--- src/rtl/rtcc_pkg.sv ---
// Constants, register map and helpers shared by the calendar and control block.
package rtcc_pkg;

	// Low-speed source rate in Hz and the one-second period of the tick.
	localparam int unsigned LS_CLK_HZ = 32768;
	localparam int unsigned TICK_PERIOD_S = 1;
	localparam int unsigned LS_DIV = LS_CLK_HZ * TICK_PERIOD_S;

	// Register byte addresses on the register bus.
	localparam logic [7:0] OFS_SEC   = 8'h00;
	localparam logic [7:0] OFS_MIN   = 8'h04;
	localparam logic [7:0] OFS_HOUR  = 8'h08;
	localparam logic [7:0] OFS_MONTH = 8'h0c;
	localparam logic [7:0] OFS_YEAR  = 8'h10;
	localparam logic [7:0] OFS_BANK  = 8'h14;
	localparam logic [7:0] OFS_STS   = 8'h18;
	localparam logic [7:0] OFS_MSK   = 8'h1c;

	// Bank control field positions.
	localparam int BIT_IRQ_EN = 7;
	localparam int BIT_ADJ    = 4;
	localparam int BIT_CNT_EN = 3;
	localparam int BIT_ALM_EN = 2;
	localparam int BIT_PAGE   = 0;

	// Event status bit positions and width.
	localparam int STS_TICK = 0;
	localparam int STS_ADJ  = 1;
	localparam int STS_MIN  = 2;
	localparam int STS_W    = 3;

	// BCD limits.
	localparam logic [3:0] BCD_DIGIT_MAX = 4'h9;
	localparam logic [6:0] SEC_MAX       = 7'h59;
	localparam logic [6:0] SEC_HALF      = 7'h30;
	localparam logic [6:0] MIN_MAX       = 7'h59;
	localparam logic [5:0] HOUR24_MAX    = 6'h23;
	localparam logic [4:0] HOUR12_MAX    = 5'h11;
	localparam int         HOUR_PM_BIT   = 5;

	// Bus responses.
	localparam logic [1:0] RESP_OKAY   = 2'h0;
	localparam logic [1:0] RESP_SLVERR = 2'h2;

	function automatic logic [7:0] rtcc_bcd_inc(input logic [7:0] v);
		if (v[3:0] == BCD_DIGIT_MAX)
			return {v[7:4] + 4'h1, 4'h0};
		else
			return {v[7:4], v[3:0] + 4'h1};
	endfunction

endpackage

--- src/rtl/rtcc_tick_if.sv ---
// One-second tick carried from the prescaler to the register block.
`timescale 1ns/1ps
`default_nettype none
interface rtcc_tick_if;
	logic sec_tick;
	modport src (output sec_tick);
	modport snk (input sec_tick);
endinterface
`default_nettype wire

--- src/rtl/rtcc_prescaler.sv ---
// Second counter dividing low-speed clock edges down to a one-second tick.
`timescale 1ns/1ps
`default_nettype none
module rtcc_prescaler
	import rtcc_pkg::*;
#(
	parameter int unsigned DIV = LS_DIV
)
(
	input  wire logic  core_clk_i,
	input  wire logic  rst_i,
	input  wire logic  ls_tick_i,
	rtcc_tick_if.src   tick_o
);
	localparam int CW = $clog2(DIV);

	typedef struct packed
	{
		logic [CW-1:0] cnt;
		logic          tick;
	} rtcc_pre_state_t;

	rtcc_pre_state_t r;
	rtcc_pre_state_t next_r;

	// The divider keeps running while counting is disabled, so the tick phase is kept.
	always_comb
	begin
		next_r = r;
		next_r.tick = 1'b0;
		if (ls_tick_i)
		begin
			if (r.cnt == CW'(DIV - 1))
			begin
				next_r.cnt = '0;
				next_r.tick = 1'b1;
			end
			else
				next_r.cnt = r.cnt + CW'(1);
		end
	end

	always_ff @(posedge core_clk_i)
	begin
		if (rst_i)
			r <= '0;
		else
			r <= next_r;
	end

	assign tick_o.sec_tick = r.tick;

	AST_TICK_FROM_LS: assert property (@(posedge core_clk_i) disable iff (rst_i)
		r.tick |-> $past(ls_tick_i) && $past(r.cnt) == CW'(DIV - 1))
		else $error("Second tick without a full low-speed count.");

endmodule
`default_nettype wire

--- src/rtl/rtcc_top.sv ---
// Calendar, hour format, leap phase and bank control registers of the real-time clock.
//
// Function
// - Page 0 month address holds 5-bit BCD month 01..12; upper bits read zero.
// - Page 1 month address holds hour format bit 0; other bits read zero.
// - Page 0 year address holds an 8-bit BCD year 00..99.
// - Page 1 year address holds 2-bit leap phase; other bits read zero.
// - An second_round_request request is acted on only at the next second tick.
// - Second_round_request with seconds 0..29 clears seconds, minutes untouched.
// - Second_round_request with seconds 30..59 clears seconds and carries into minutes.
// - Second_round_request bit reads one while pending; writing zero does nothing.
// - Control bits: 7 interrupt enable, 3 count, 2 alarm, 0 page; 6,5,1 zero.
// - In 12-hour format hour bit 5 marks PM, hours 0..11 in BCD.
// - A one-second tick is divided down from the low-speed clock.
`timescale 1ns/1ps
`default_nettype none
module rtcc_top
	import rtcc_pkg::*;
#(
	parameter int unsigned DIV = LS_DIV
)
(
	input  wire logic        core_clk_i,
	input  wire logic        rst_i,
	input  wire logic        ls_tick_i,
	input  wire logic [7:0]  s_axi_awaddr_i,
	input  wire logic        s_axi_awvalid_i,
	output logic             s_axi_awready_o,
	input  wire logic [31:0] s_axi_wdata_i,
	input  wire logic [3:0]  s_axi_wstrb_i,
	input  wire logic        s_axi_wvalid_i,
	output logic             s_axi_wready_o,
	output logic [1:0]       s_axi_bresp_o,
	output logic             s_axi_bvalid_o,
	input  wire logic        s_axi_bready_i,
	input  wire logic [7:0]  s_axi_araddr_i,
	input  wire logic        s_axi_arvalid_i,
	output logic             s_axi_arready_o,
	output logic [31:0]      s_axi_rdata_o,
	output logic [1:0]       s_axi_rresp_o,
	output logic             s_axi_rvalid_o,
	input  wire logic        s_axi_rready_i,
	output logic             clock_irq_o,
	output logic             count_en_o,
	output logic             alarm_en_o,
	output logic             bank_sel_o
);

	typedef struct packed
	{
		logic [6:0]       sec;
		logic [6:0]       min;
		logic [5:0]       hour;
		logic [4:0]       month_field;
		logic             hour_format_bit;
		logic [7:0]       year_field;
		logic [1:0]       leap;
		logic             irq_enable_bit;
		logic             second_round_request;
		logic             count_enable_bit;
		logic             alarm_en;
		logic             page;
		logic [STS_W-1:0] sts;
		logic [STS_W-1:0] msk;
		logic             aw_full;
		logic [7:0]       aw_addr;
		logic             w_full;
		logic [7:0]       w_data;
		logic             w_lane0;
		logic             bvalid;
		logic [1:0]       bresp;
		logic             rvalid;
		logic [7:0]       rdata;
		logic [1:0]       rresp;
	} rtcc_state_t;

	rtcc_state_t r;
	rtcc_state_t next_r;
	rtcc_tick_if tick_bus ();

	logic       tick;
	logic       do_wr;
	logic       rd_take;
	logic       min_carry;
	logic       adj_done;
	logic       rd_hit;
	logic [7:0] rd_val;

	rtcc_prescaler #(
		.DIV (DIV)
	) u_prescaler (
		.core_clk_i (core_clk_i),
		.rst_i      (rst_i),
		.ls_tick_i  (ls_tick_i),
		.tick_o     (tick_bus.src)
	);

	assign tick = tick_bus.sec_tick;
	assign do_wr = r.aw_full && r.w_full && !r.bvalid;
	assign rd_take = s_axi_arvalid_i && !r.rvalid;

	// Read decode; page-dependent addresses show only the fields of the selected page.
	always_comb
	begin
		rd_hit = 1'b1;
		rd_val = 8'h00;
		unique case (s_axi_araddr_i)
			OFS_SEC:
				rd_val = {1'b0, r.sec};
			OFS_MIN:
				rd_val = {1'b0, r.min};
			OFS_HOUR:
				rd_val = {2'h0, r.hour};
			OFS_MONTH:
				if (r.page)
					rd_val = {7'h00, r.hour_format_bit};
				else
					rd_val = {3'h0, r.month_field};
			OFS_YEAR:
				if (r.page)
					rd_val = {6'h00, r.leap};
				else
					rd_val = r.year_field;
			OFS_BANK:
			begin
				rd_val[BIT_IRQ_EN] = r.irq_enable_bit;
				rd_val[BIT_ADJ]    = r.second_round_request;
				rd_val[BIT_CNT_EN] = r.count_enable_bit;
				rd_val[BIT_ALM_EN] = r.alarm_en;
				rd_val[BIT_PAGE]   = r.page;
			end
			OFS_STS:
				rd_val = {{(8 - STS_W){1'b0}}, r.sts};
			OFS_MSK:
				rd_val = {{(8 - STS_W){1'b0}}, r.msk};
			default:
				rd_hit = 1'b0;
		endcase
	end

	always_comb
	begin
		next_r = r;
		min_carry = 1'b0;
		adj_done = 1'b0;

		// Timekeeping at the second tick; the divider itself never stops.
		if (tick)
		begin
			if (r.second_round_request)
			begin
				// Second_round_request takes the place of the normal count for this tick.
				next_r.second_round_request = 1'b0;
				next_r.sec = '0;
				min_carry = (r.sec >= SEC_HALF);
				adj_done = 1'b1;
			end
			else if (r.count_enable_bit)
			begin
				if (r.sec == SEC_MAX)
				begin
					next_r.sec = '0;
					min_carry = 1'b1;
				end
				else
					next_r.sec = 7'(rtcc_bcd_inc({1'b0, r.sec}));
			end
		end

		if (min_carry)
		begin
			if (r.min == MIN_MAX)
			begin
				next_r.min = '0;
				if (r.hour_format_bit)
				begin
					if (r.hour == HOUR24_MAX)
						next_r.hour = '0;
					else
						next_r.hour = 6'(rtcc_bcd_inc({2'h0, r.hour}));
				end
				else if (r.hour[4:0] == HOUR12_MAX)
					next_r.hour = {~r.hour[HOUR_PM_BIT], 5'h00};
				else
					next_r.hour = {r.hour[HOUR_PM_BIT], 5'(rtcc_bcd_inc({3'h0, r.hour[4:0]}))};
			end
			else
				next_r.min = 7'(rtcc_bcd_inc({1'b0, r.min}));
		end

		// Write address and data are taken independently, in either order.
		if (s_axi_awvalid_i && !r.aw_full)
		begin
			next_r.aw_full = 1'b1;
			next_r.aw_addr = s_axi_awaddr_i;
		end
		if (s_axi_wvalid_i && !r.w_full)
		begin
			next_r.w_full = 1'b1;
			next_r.w_data = s_axi_wdata_i[7:0];
			next_r.w_lane0 = s_axi_wstrb_i[0];
		end
		if (r.bvalid && s_axi_bready_i)
			next_r.bvalid = 1'b0;

		// A software write to a time field overrides the tick update of the same cycle.
		if (do_wr)
		begin
			next_r.aw_full = 1'b0;
			next_r.w_full = 1'b0;
			next_r.bvalid = 1'b1;
			next_r.bresp = RESP_OKAY;
			unique case (r.aw_addr)
				OFS_SEC:
					if (r.w_lane0)
						next_r.sec = r.w_data[6:0];
				OFS_MIN:
					if (r.w_lane0)
						next_r.min = r.w_data[6:0];
				OFS_HOUR:
					if (r.w_lane0)
						next_r.hour = r.w_data[5:0];
				OFS_MONTH:
					if (r.w_lane0)
					begin
						if (r.page)
							next_r.hour_format_bit = r.w_data[0];
						else
							next_r.month_field = r.w_data[4:0];
					end
				OFS_YEAR:
					if (r.w_lane0)
					begin
						if (r.page)
							next_r.leap = r.w_data[1:0];
						else
							next_r.year_field = r.w_data;
					end
				OFS_BANK:
					if (r.w_lane0)
					begin
						next_r.irq_enable_bit = r.w_data[BIT_IRQ_EN];
						next_r.count_enable_bit = r.w_data[BIT_CNT_EN];
						next_r.alarm_en = r.w_data[BIT_ALM_EN];
						next_r.page = r.w_data[BIT_PAGE];
						// A one raises the request; a zero is ignored, and a new request beats the tick.
						if (r.w_data[BIT_ADJ])
							next_r.second_round_request = 1'b1;
					end
				OFS_STS:
					if (r.w_lane0)
						next_r.sts = r.sts & ~r.w_data[STS_W-1:0];
				OFS_MSK:
					if (r.w_lane0)
						next_r.msk = r.w_data[STS_W-1:0];
				default:
					next_r.bresp = RESP_SLVERR;
			endcase
		end

		// Events are applied after the write-one-to-clear, so a set in the same cycle wins.
		if (tick)
			next_r.sts[STS_TICK] = 1'b1;
		if (adj_done)
			next_r.sts[STS_ADJ] = 1'b1;
		if (min_carry)
			next_r.sts[STS_MIN] = 1'b1;

		// Reads answer one cycle after the address is taken.
		if (r.rvalid && s_axi_rready_i)
			next_r.rvalid = 1'b0;
		if (rd_take)
		begin
			next_r.rvalid = 1'b1;
			next_r.rdata = rd_val;
			next_r.rresp = rd_hit ? RESP_OKAY : RESP_SLVERR;
		end
	end

	// Calendar fields carry no defined reset value in use; clearing them keeps simulation free of X.
	always_ff @(posedge core_clk_i)
	begin
		if (rst_i)
			r <= '0;
		else
			r <= next_r;
	end

	assign s_axi_awready_o = !r.aw_full;
	assign s_axi_wready_o = !r.w_full;
	assign s_axi_bvalid_o = r.bvalid;
	assign s_axi_bresp_o = r.bresp;
	assign s_axi_arready_o = !r.rvalid;
	assign s_axi_rvalid_o = r.rvalid;
	assign s_axi_rdata_o = {24'h000000, r.rdata};
	assign s_axi_rresp_o = r.rresp;
	assign clock_irq_o = r.irq_enable_bit && |(r.sts & r.msk);
	assign count_en_o = r.count_enable_bit;
	assign alarm_en_o = r.alarm_en;
	assign bank_sel_o = r.page;

	AST_RESET_CONTROL: assert property (@(posedge core_clk_i)
		rst_i |=> !r.irq_enable_bit && !r.second_round_request && !r.page && !clock_irq_o)
		else $error("Control bits not cleared by reset.");

	AST_ADJ_WAITS_TICK: assert property (@(posedge core_clk_i) disable iff (rst_i)
		r.second_round_request && !tick |=> r.second_round_request)
		else $error("Second_round_request request left before a second tick.");

	AST_ADJ_LOW_CLEAR: assert property (@(posedge core_clk_i) disable iff (rst_i)
		tick && r.second_round_request && r.sec < SEC_HALF && !do_wr
		|=> r.sec == 7'h00 && r.min == $past(r.min))
		else $error("Low second_round_request did not clear seconds or touched minutes.");

	AST_ADJ_HIGH_CARRY: assert property (@(posedge core_clk_i) disable iff (rst_i)
		tick && r.second_round_request && r.sec >= SEC_HALF && !do_wr
		|=> r.sec == 7'h00 && r.min != $past(r.min) && r.sts[STS_MIN])
		else $error("High second_round_request did not carry into minutes.");

	AST_ADJ_READBACK: assert property (@(posedge core_clk_i) disable iff (rst_i)
		rd_take && s_axi_araddr_i == OFS_BANK
		|=> s_axi_rvalid_o && s_axi_rdata_o[BIT_ADJ] == $past(r.second_round_request))
		else $error("Second_round_request read-back does not show the pending state.");

	AST_ADJ_WRITE_ZERO: assert property (@(posedge core_clk_i) disable iff (rst_i)
		do_wr && r.aw_addr == OFS_BANK && !r.w_data[BIT_ADJ] && !r.second_round_request
		|=> !r.second_round_request)
		else $error("Writing zero raised an second_round_request request.");

	AST_BANK_RESERVED: assert property (@(posedge core_clk_i) disable iff (rst_i)
		rd_take && s_axi_araddr_i == OFS_BANK
		|=> s_axi_rdata_o[6:5] == 2'h0 && !s_axi_rdata_o[1] && s_axi_rdata_o[BIT_PAGE] == $past(r.page))
		else $error("Control register reserved bits or page read wrong.");

	AST_MONTH_PAGE: assert property (@(posedge core_clk_i) disable iff (rst_i)
		rd_take && s_axi_araddr_i == OFS_MONTH
		|=> $past(r.page) ? s_axi_rdata_o[7:1] == 7'h00 : s_axi_rdata_o[7:5] == 3'h0)
		else $error("Month address shows bits outside its page field.");

	AST_YEAR_PAGE1: assert property (@(posedge core_clk_i) disable iff (rst_i)
		rd_take && s_axi_araddr_i == OFS_YEAR && r.page |=> s_axi_rdata_o[7:2] == 6'h00)
		else $error("Leap phase read shows upper bits.");

	AST_HOUR12_PM: assert property (@(posedge core_clk_i) disable iff (rst_i)
		tick && r.count_enable_bit && !r.second_round_request && !do_wr && !r.hour_format_bit
		&& r.sec == SEC_MAX && r.min == MIN_MAX && r.hour[4:0] == HOUR12_MAX
		|=> r.hour[4:0] == 5'h00 && r.hour[HOUR_PM_BIT] != $past(r.hour[HOUR_PM_BIT]))
		else $error("Twelve-hour wrap did not toggle the PM bit.");

	AST_WRITE_RESP: assert property (@(posedge core_clk_i) disable iff (rst_i)
		do_wr || (s_axi_bvalid_o && !s_axi_bready_i) |=> s_axi_bvalid_o)
		else $error("Write response not raised, or dropped before it was taken.");

endmodule
`default_nettype wire

--- config.mk ---
export PLATFORM = sky130hd
export DESIGN_NAME = rtcc_top
export DESIGN_NICKNAME = d
export VERILOG_FILES = /design/src/rtl/rtcc_pkg.sv /design/src/rtl/rtcc_tick_if.sv /design/src/rtl/rtcc_prescaler.sv /design/src/rtl/rtcc_top.sv
export SDC_FILE = /design/constraint.sdc
export NUM_CORES = 1
export LEC_CHECK = 0
export ABC_AREA = 0
export BUFFER_PORTS_ARGS = -buffer_cell sky130_fd_sc_hd__buf_2
export CAP_MARGIN = 20
export CORE_MARGIN = 2
export CORE_UTILIZATION = 45
export DETAILED_ROUTE_END_ITERATION = 8
export HOLD_SLACK_MARGIN = 0.1
export PLACE_DENSITY = 0.7
export SLEW_MARGIN = 20
export SYNTH_ARGS = -nofsm -noshare
export SYNTH_HDL_FRONTEND = slang
export SYNTH_HIERARCHICAL = 1
export SYNTH_SLANG_ARGS = --single-unit
--- constraint.sdc ---
create_clock -name core_clk_i -period 1.9 [get_ports core_clk_i]
set_clock_uncertainty 0.15 [all_clocks]
set_input_delay 0.095 -clock core_clk_i [delete_from_list [all_inputs] [get_ports core_clk_i]]
set_output_delay 0.095 -clock core_clk_i [all_outputs]
set_load 0.02 [all_outputs]
==> summary.json <==
{
  "dp_hpwl": {"value": 9380, "unit": "um"},
  "drive_above_1_share": {"value": 0.225},
  "ioPinCount": {"value": 105},
  "timing_worst_slew_pin_value": {"value": 700, "unit": "ps"},
  "cts_tree": {"value": "built"},
  "die_w": {"value": 111, "unit": "um"},
  "final_period_minus_worst_setup_slack": {"value": 1880, "unit": "ps"},
  "wl_per_cell": {"value": 15.9, "unit": "um"},
  "ir_worst_vdd": {"value": 0.546, "unit": "mV"},
  "result_of_the_run": {"value": "completed"},
  "report.final.slew_viol_count": {"value": 0},
  "cts_max_level": {"value": 3},
  "cts.root.buffer_cell": {"value": "sky130_fd_sc_hd__clkbuf_16"},
  "number_of_buffers_added_by_the_clock_tree_synthesis_step": {"value": 9},
  "dr_total_vias": {"value": 4737},
  "postLayoutSetupSlackWorst": {"value": 23.5, "unit": "ps"},
  "critical_path.endpoint": {"value": "r[72]"},
  "post_synth_edffs": {"value": 0},
  "hold_path.class": {"value": "in -> reg"},
  "worst_ep_arrival_time": {"value": 1990, "unit": "ps"},
  "dieArea": {"value": 12300, "unit": "um^2"},
  "setup.reg_to_reg.worst_slack": {"value": 20, "unit": "ps"},
  "r2r.worst_path.cells": {"value": 7},
  "power_density": {"value": 670, "unit": "nW/um^2"},
  "layout.filler_cells": {"value": 981},
  "cts_buffer_depth": {"value": 2},
  "seq_area_frac_synth": {"value": 0.365},
  "synth_cells": {"value": 613},
  "synth-main-ff-cell": {"value": "sky130_fd_sc_hd__dfxtp_1"},
  "grt_first_pass_wirelength": {"value": 22300, "unit": "um"},
  "number_of_cells_on_the_critical_path": {"value": 7},
  "drt-total-wl": {"value": 13700, "unit": "um"},
  "die_height": {"value": 111, "unit": "um"},
  "critical_path.top_delay_family": {"value": "simple AND/OR/NAND/NOR gates"},
  "power.total": {"value": 4310, "unit": "uW"},
  "gp_congestion": {"value": 0.848},
  "slowest_stage": {"value": "sky130_fd_sc_hd__or3b_1"},
  "post-route-drc-count": {"value": 0},
  "async_flop_share": {"value": 0},
  "mappedNetlistArea": {"value": 5150, "unit": "um^2"},
  "antenna_found_initial": {"value": 0},
  "multiInputGateArea": {"value": 3020, "unit": "um^2"},
  "setup_slack_at_placement": {"value": -67.0, "unit": "ps"},
  "post_synth_num_cell_types": {"value": 71},
  "cts.sinks": {"value": 94},
  "clkLatencyLatePin": {"value": 350, "unit": "ps"},
  "num_antenna_cells": {"value": 0},
  "synthesized_flop_and_latch_total": {"value": 94},
  "final_core_utilization": {"value": 0.570},
  "number_of_global_route_vias_before_repair": {"value": 4645},
  "wl_met3": {"value": 657, "unit": "um"},
  "clkTransAtPathRegs": {"value": 70, "unit": "ps"},
  "port-buffer-count": {"value": 51},
  "finalSetupViolCount": {"value": 0},
  "timing.critical_path.buf_inv": {"value": 0},
  "worstSetupPathType": {"value": "reg -> reg"},
  "fmaxAchievable": {"value": 533, "unit": "MHz"},
  "dp_cells": {"value": 812},
  "setup.worst_path.end_class": {"value": "register"},
  "power.static_leakage": {"value": 0.00262, "unit": "uW"},
  "floorplan.rows": {"value": 39},
  "worstPathMaxFanout": {"value": 3},
  "nets": {"value": 786},
  "grt.overflow.total": {"value": 0},
  "ff_latch_area": {"value": 1890, "unit": "um^2"},
  "maxUsedRoutingLayer": {"value": "met4"},
  "drv.max_cap_violation_count": {"value": 0},
  "wirelength_met1": {"value": 6030, "unit": "um"},
  "final_cell_count_no_fill": {"value": 859},
  "setup.worst_path.start": {"value": "r[78]"},
  "timing.critical_path.required": {"value": 2010, "unit": "ps"},
  "initialDrtViolationCount": {"value": 290},
  "floorplan.initialDensity": {"value": 0.457},
  "critPathMostFrequentCell": {"value": "sky130_fd_sc_hd__ha_4"},
  "synthesis.area_per_instance": {"value": 8.40, "unit": "um^2"},
  "post-route-period-util": {"value": 0.988},
  "hold_violations": {"value": 0},
  "syn_to_layout_area_delta": {"value": 24.8, "unit": "%"},
  "groute.usage.overall": {"value": 0.224},
  "critical_path.reg2reg.endpoint": {"value": "r[72]"},
  "postRouteAntennaNets": {"value": 0},
  "timing.critical_path.cells": {"value": "ha_4 > ha_4 > nand4bb_1 > nand4_1 > nand3_2 > or3b_1 > a311oi_1"},
  "worst_path_largest_cell_delay": {"value": 380, "unit": "ps"},
  "grt_start_max_net_pins": {"value": 33},
  "slew_headroom": {"value": 0.533},
  "floorplan.core_area": {"value": 11300, "unit": "um^2"},
  "reg2reg_from": {"value": "r[78]"},
  "startpoint_type": {"value": "register"},
  "drt-vias-per-instance": {"value": 5.51},
  "yosys_synthesis_warning_count": {"value": 6},
  "met2WireLength": {"value": 6740, "unit": "um"},
  "rsz_0062_raised_after_global_routing": {"value": "true"},
  "first_pass_iters": {"value": 5}
}
cells in the final DEF (no fill, tap or decap), drive strengths merged, types with 7 or more instances in the layout:
cell          n
a31oi         7
nor2b         7
nand3b        8
conb         26
ha           14
nor2         84
inv          20
nor3         23
mux2i        39
a21oi        40
nand3        21
buf          99
nand2b        7
nand4         8
xnor2        10
nand2        54
dfxtp        94
clkbuf       10
mux2          7
dlygate4sd3  31
o21ai        19
a211oi        9
worst register-to-register path: cells and delay by family (launching register included):
kind                     cells  cell delay, ps
flip-flops                   1             370
AND/OR/NAND/NOR              4             820
AO/OA/AOI/OAI                1             200
adder cells (fa/ha/maj)      2             250
cell usage after synthesis, drive strengths merged, types with 3 or more instances:
cell type	n	area (um^2)
o21bai	5	37.5
nand2b	7	43.8
and4b	3	30.0
nor3b	3	22.5
a211oi	9	72.6
xnor2	10	87.6
inv	20	75.1
mux2	7	78.8
or4	5	41.3
nor2	84	325
nor2b	7	43.8
a31oi	7	43.8
or3	4	25.0
a21oi	40	200
mux2i	39	390
nand3	21	118
nor3	23	131
buf	44	322
nand4bb	3	33.8
nand2	54	203
xor2	4	35.0
nor4	6	52.6
a22oi	3	22.5
ha	14	175
o21ai	19	98.9
dfxtp	94	1880
and2	3	18.8
a222oi	4	40.0
nand3b	8	60.1
and3b	4	35.0
nand4	8	56.3
clkbuf	23	86.3
registers in the layout, indices dropped and copies added (netlist names):
name and flops:
alarm_en_o 1, bank_sel_o 1, count_en_o 1, r 63
s_axi_bresp_o 1, s_axi_bvalid_o 1, s_axi_rdata_o 8, s_axi_rresp_o 1
s_axi_rvalid_o 1, u_prescaler/r 15, u_prescaler/tick_o.sec_tick 1
power breakdown:
group	leakage (uW)	switching, uW	internal [uW]
registers	0.000765	62.2	2010
clock network	0.000131	785	1010
logic	0.00172	248	186
kinds of logic (layout without fill, tap and decap cells):
group | after synthesis | count (layout) | synth area share
AO/OA/AOI/OAI | 106 | 106 | 0.132
buffers and inverters | 87 | 165 | 0.0938
adder cells (fa/ha/maj) | 14 | 14 | 0.0340
multiplexers | 48 | 48 | 0.101
AND/OR/NAND/NOR | 249 | 249 | 0.250
XOR/XNOR | 14 | 14 | 0.0238
flip-flops | 94 | 94 | 0.365
other | 1 | 26 | 0.000728
layer usage:
metal  global-route usage  vias up
li1                     -     2286
met1                0.279     2284
met2                0.381      146
met3               0.0350       21
met4                0.100        0
met5                    0        -
area by class of cell:
type	instances	area share
timing repair buffer	130	0.151
multi-input combinational	457	0.470
sequential	94	0.294
inverter	20	0.0117
clock buffer	10	0.0356
tap	143	0.0278
clock inverter	5	0.00954
through the flow:
stage               instance area, um^2  hold slack [ps]  setup TNS [ps]
floorplan                          5260             14.1               0
global placement                   5650              136            -140
detailed placement                 5650              141            -307
CTS                                6270             88.6           -7.39
global route                       6430              109            -461
finish                             6430             97.2               0
what timing repair did:
item,in CTS,in global routing
resized for setup,4,37
pin swaps,5,12
endpoints found under the hold margin,31,0
hold buffers,31,0
setup endpoints to repair,10,47
buffers inserted,0,1
how the worst min path moves through the flow:
stage,start,to,slack (ps),depth (start not counted)
detailed placement,s_axi_rready_i,s_axi_rvalid_o,140,2
finish,s_axi_araddr_i[7],s_axi_rdata_o[6],100,4
global route,s_axi_araddr_i[7],s_axi_rdata_o[6],110,4
global placement,s_axi_rready_i,s_axi_rvalid_o,140,2
floorplan,rst_i,u_prescaler/r[15],10,1
CTS,s_axi_araddr_i[7],s_axi_rdata_o[6],90,4
Note: power is estimated with default switching activity, not from simulation.
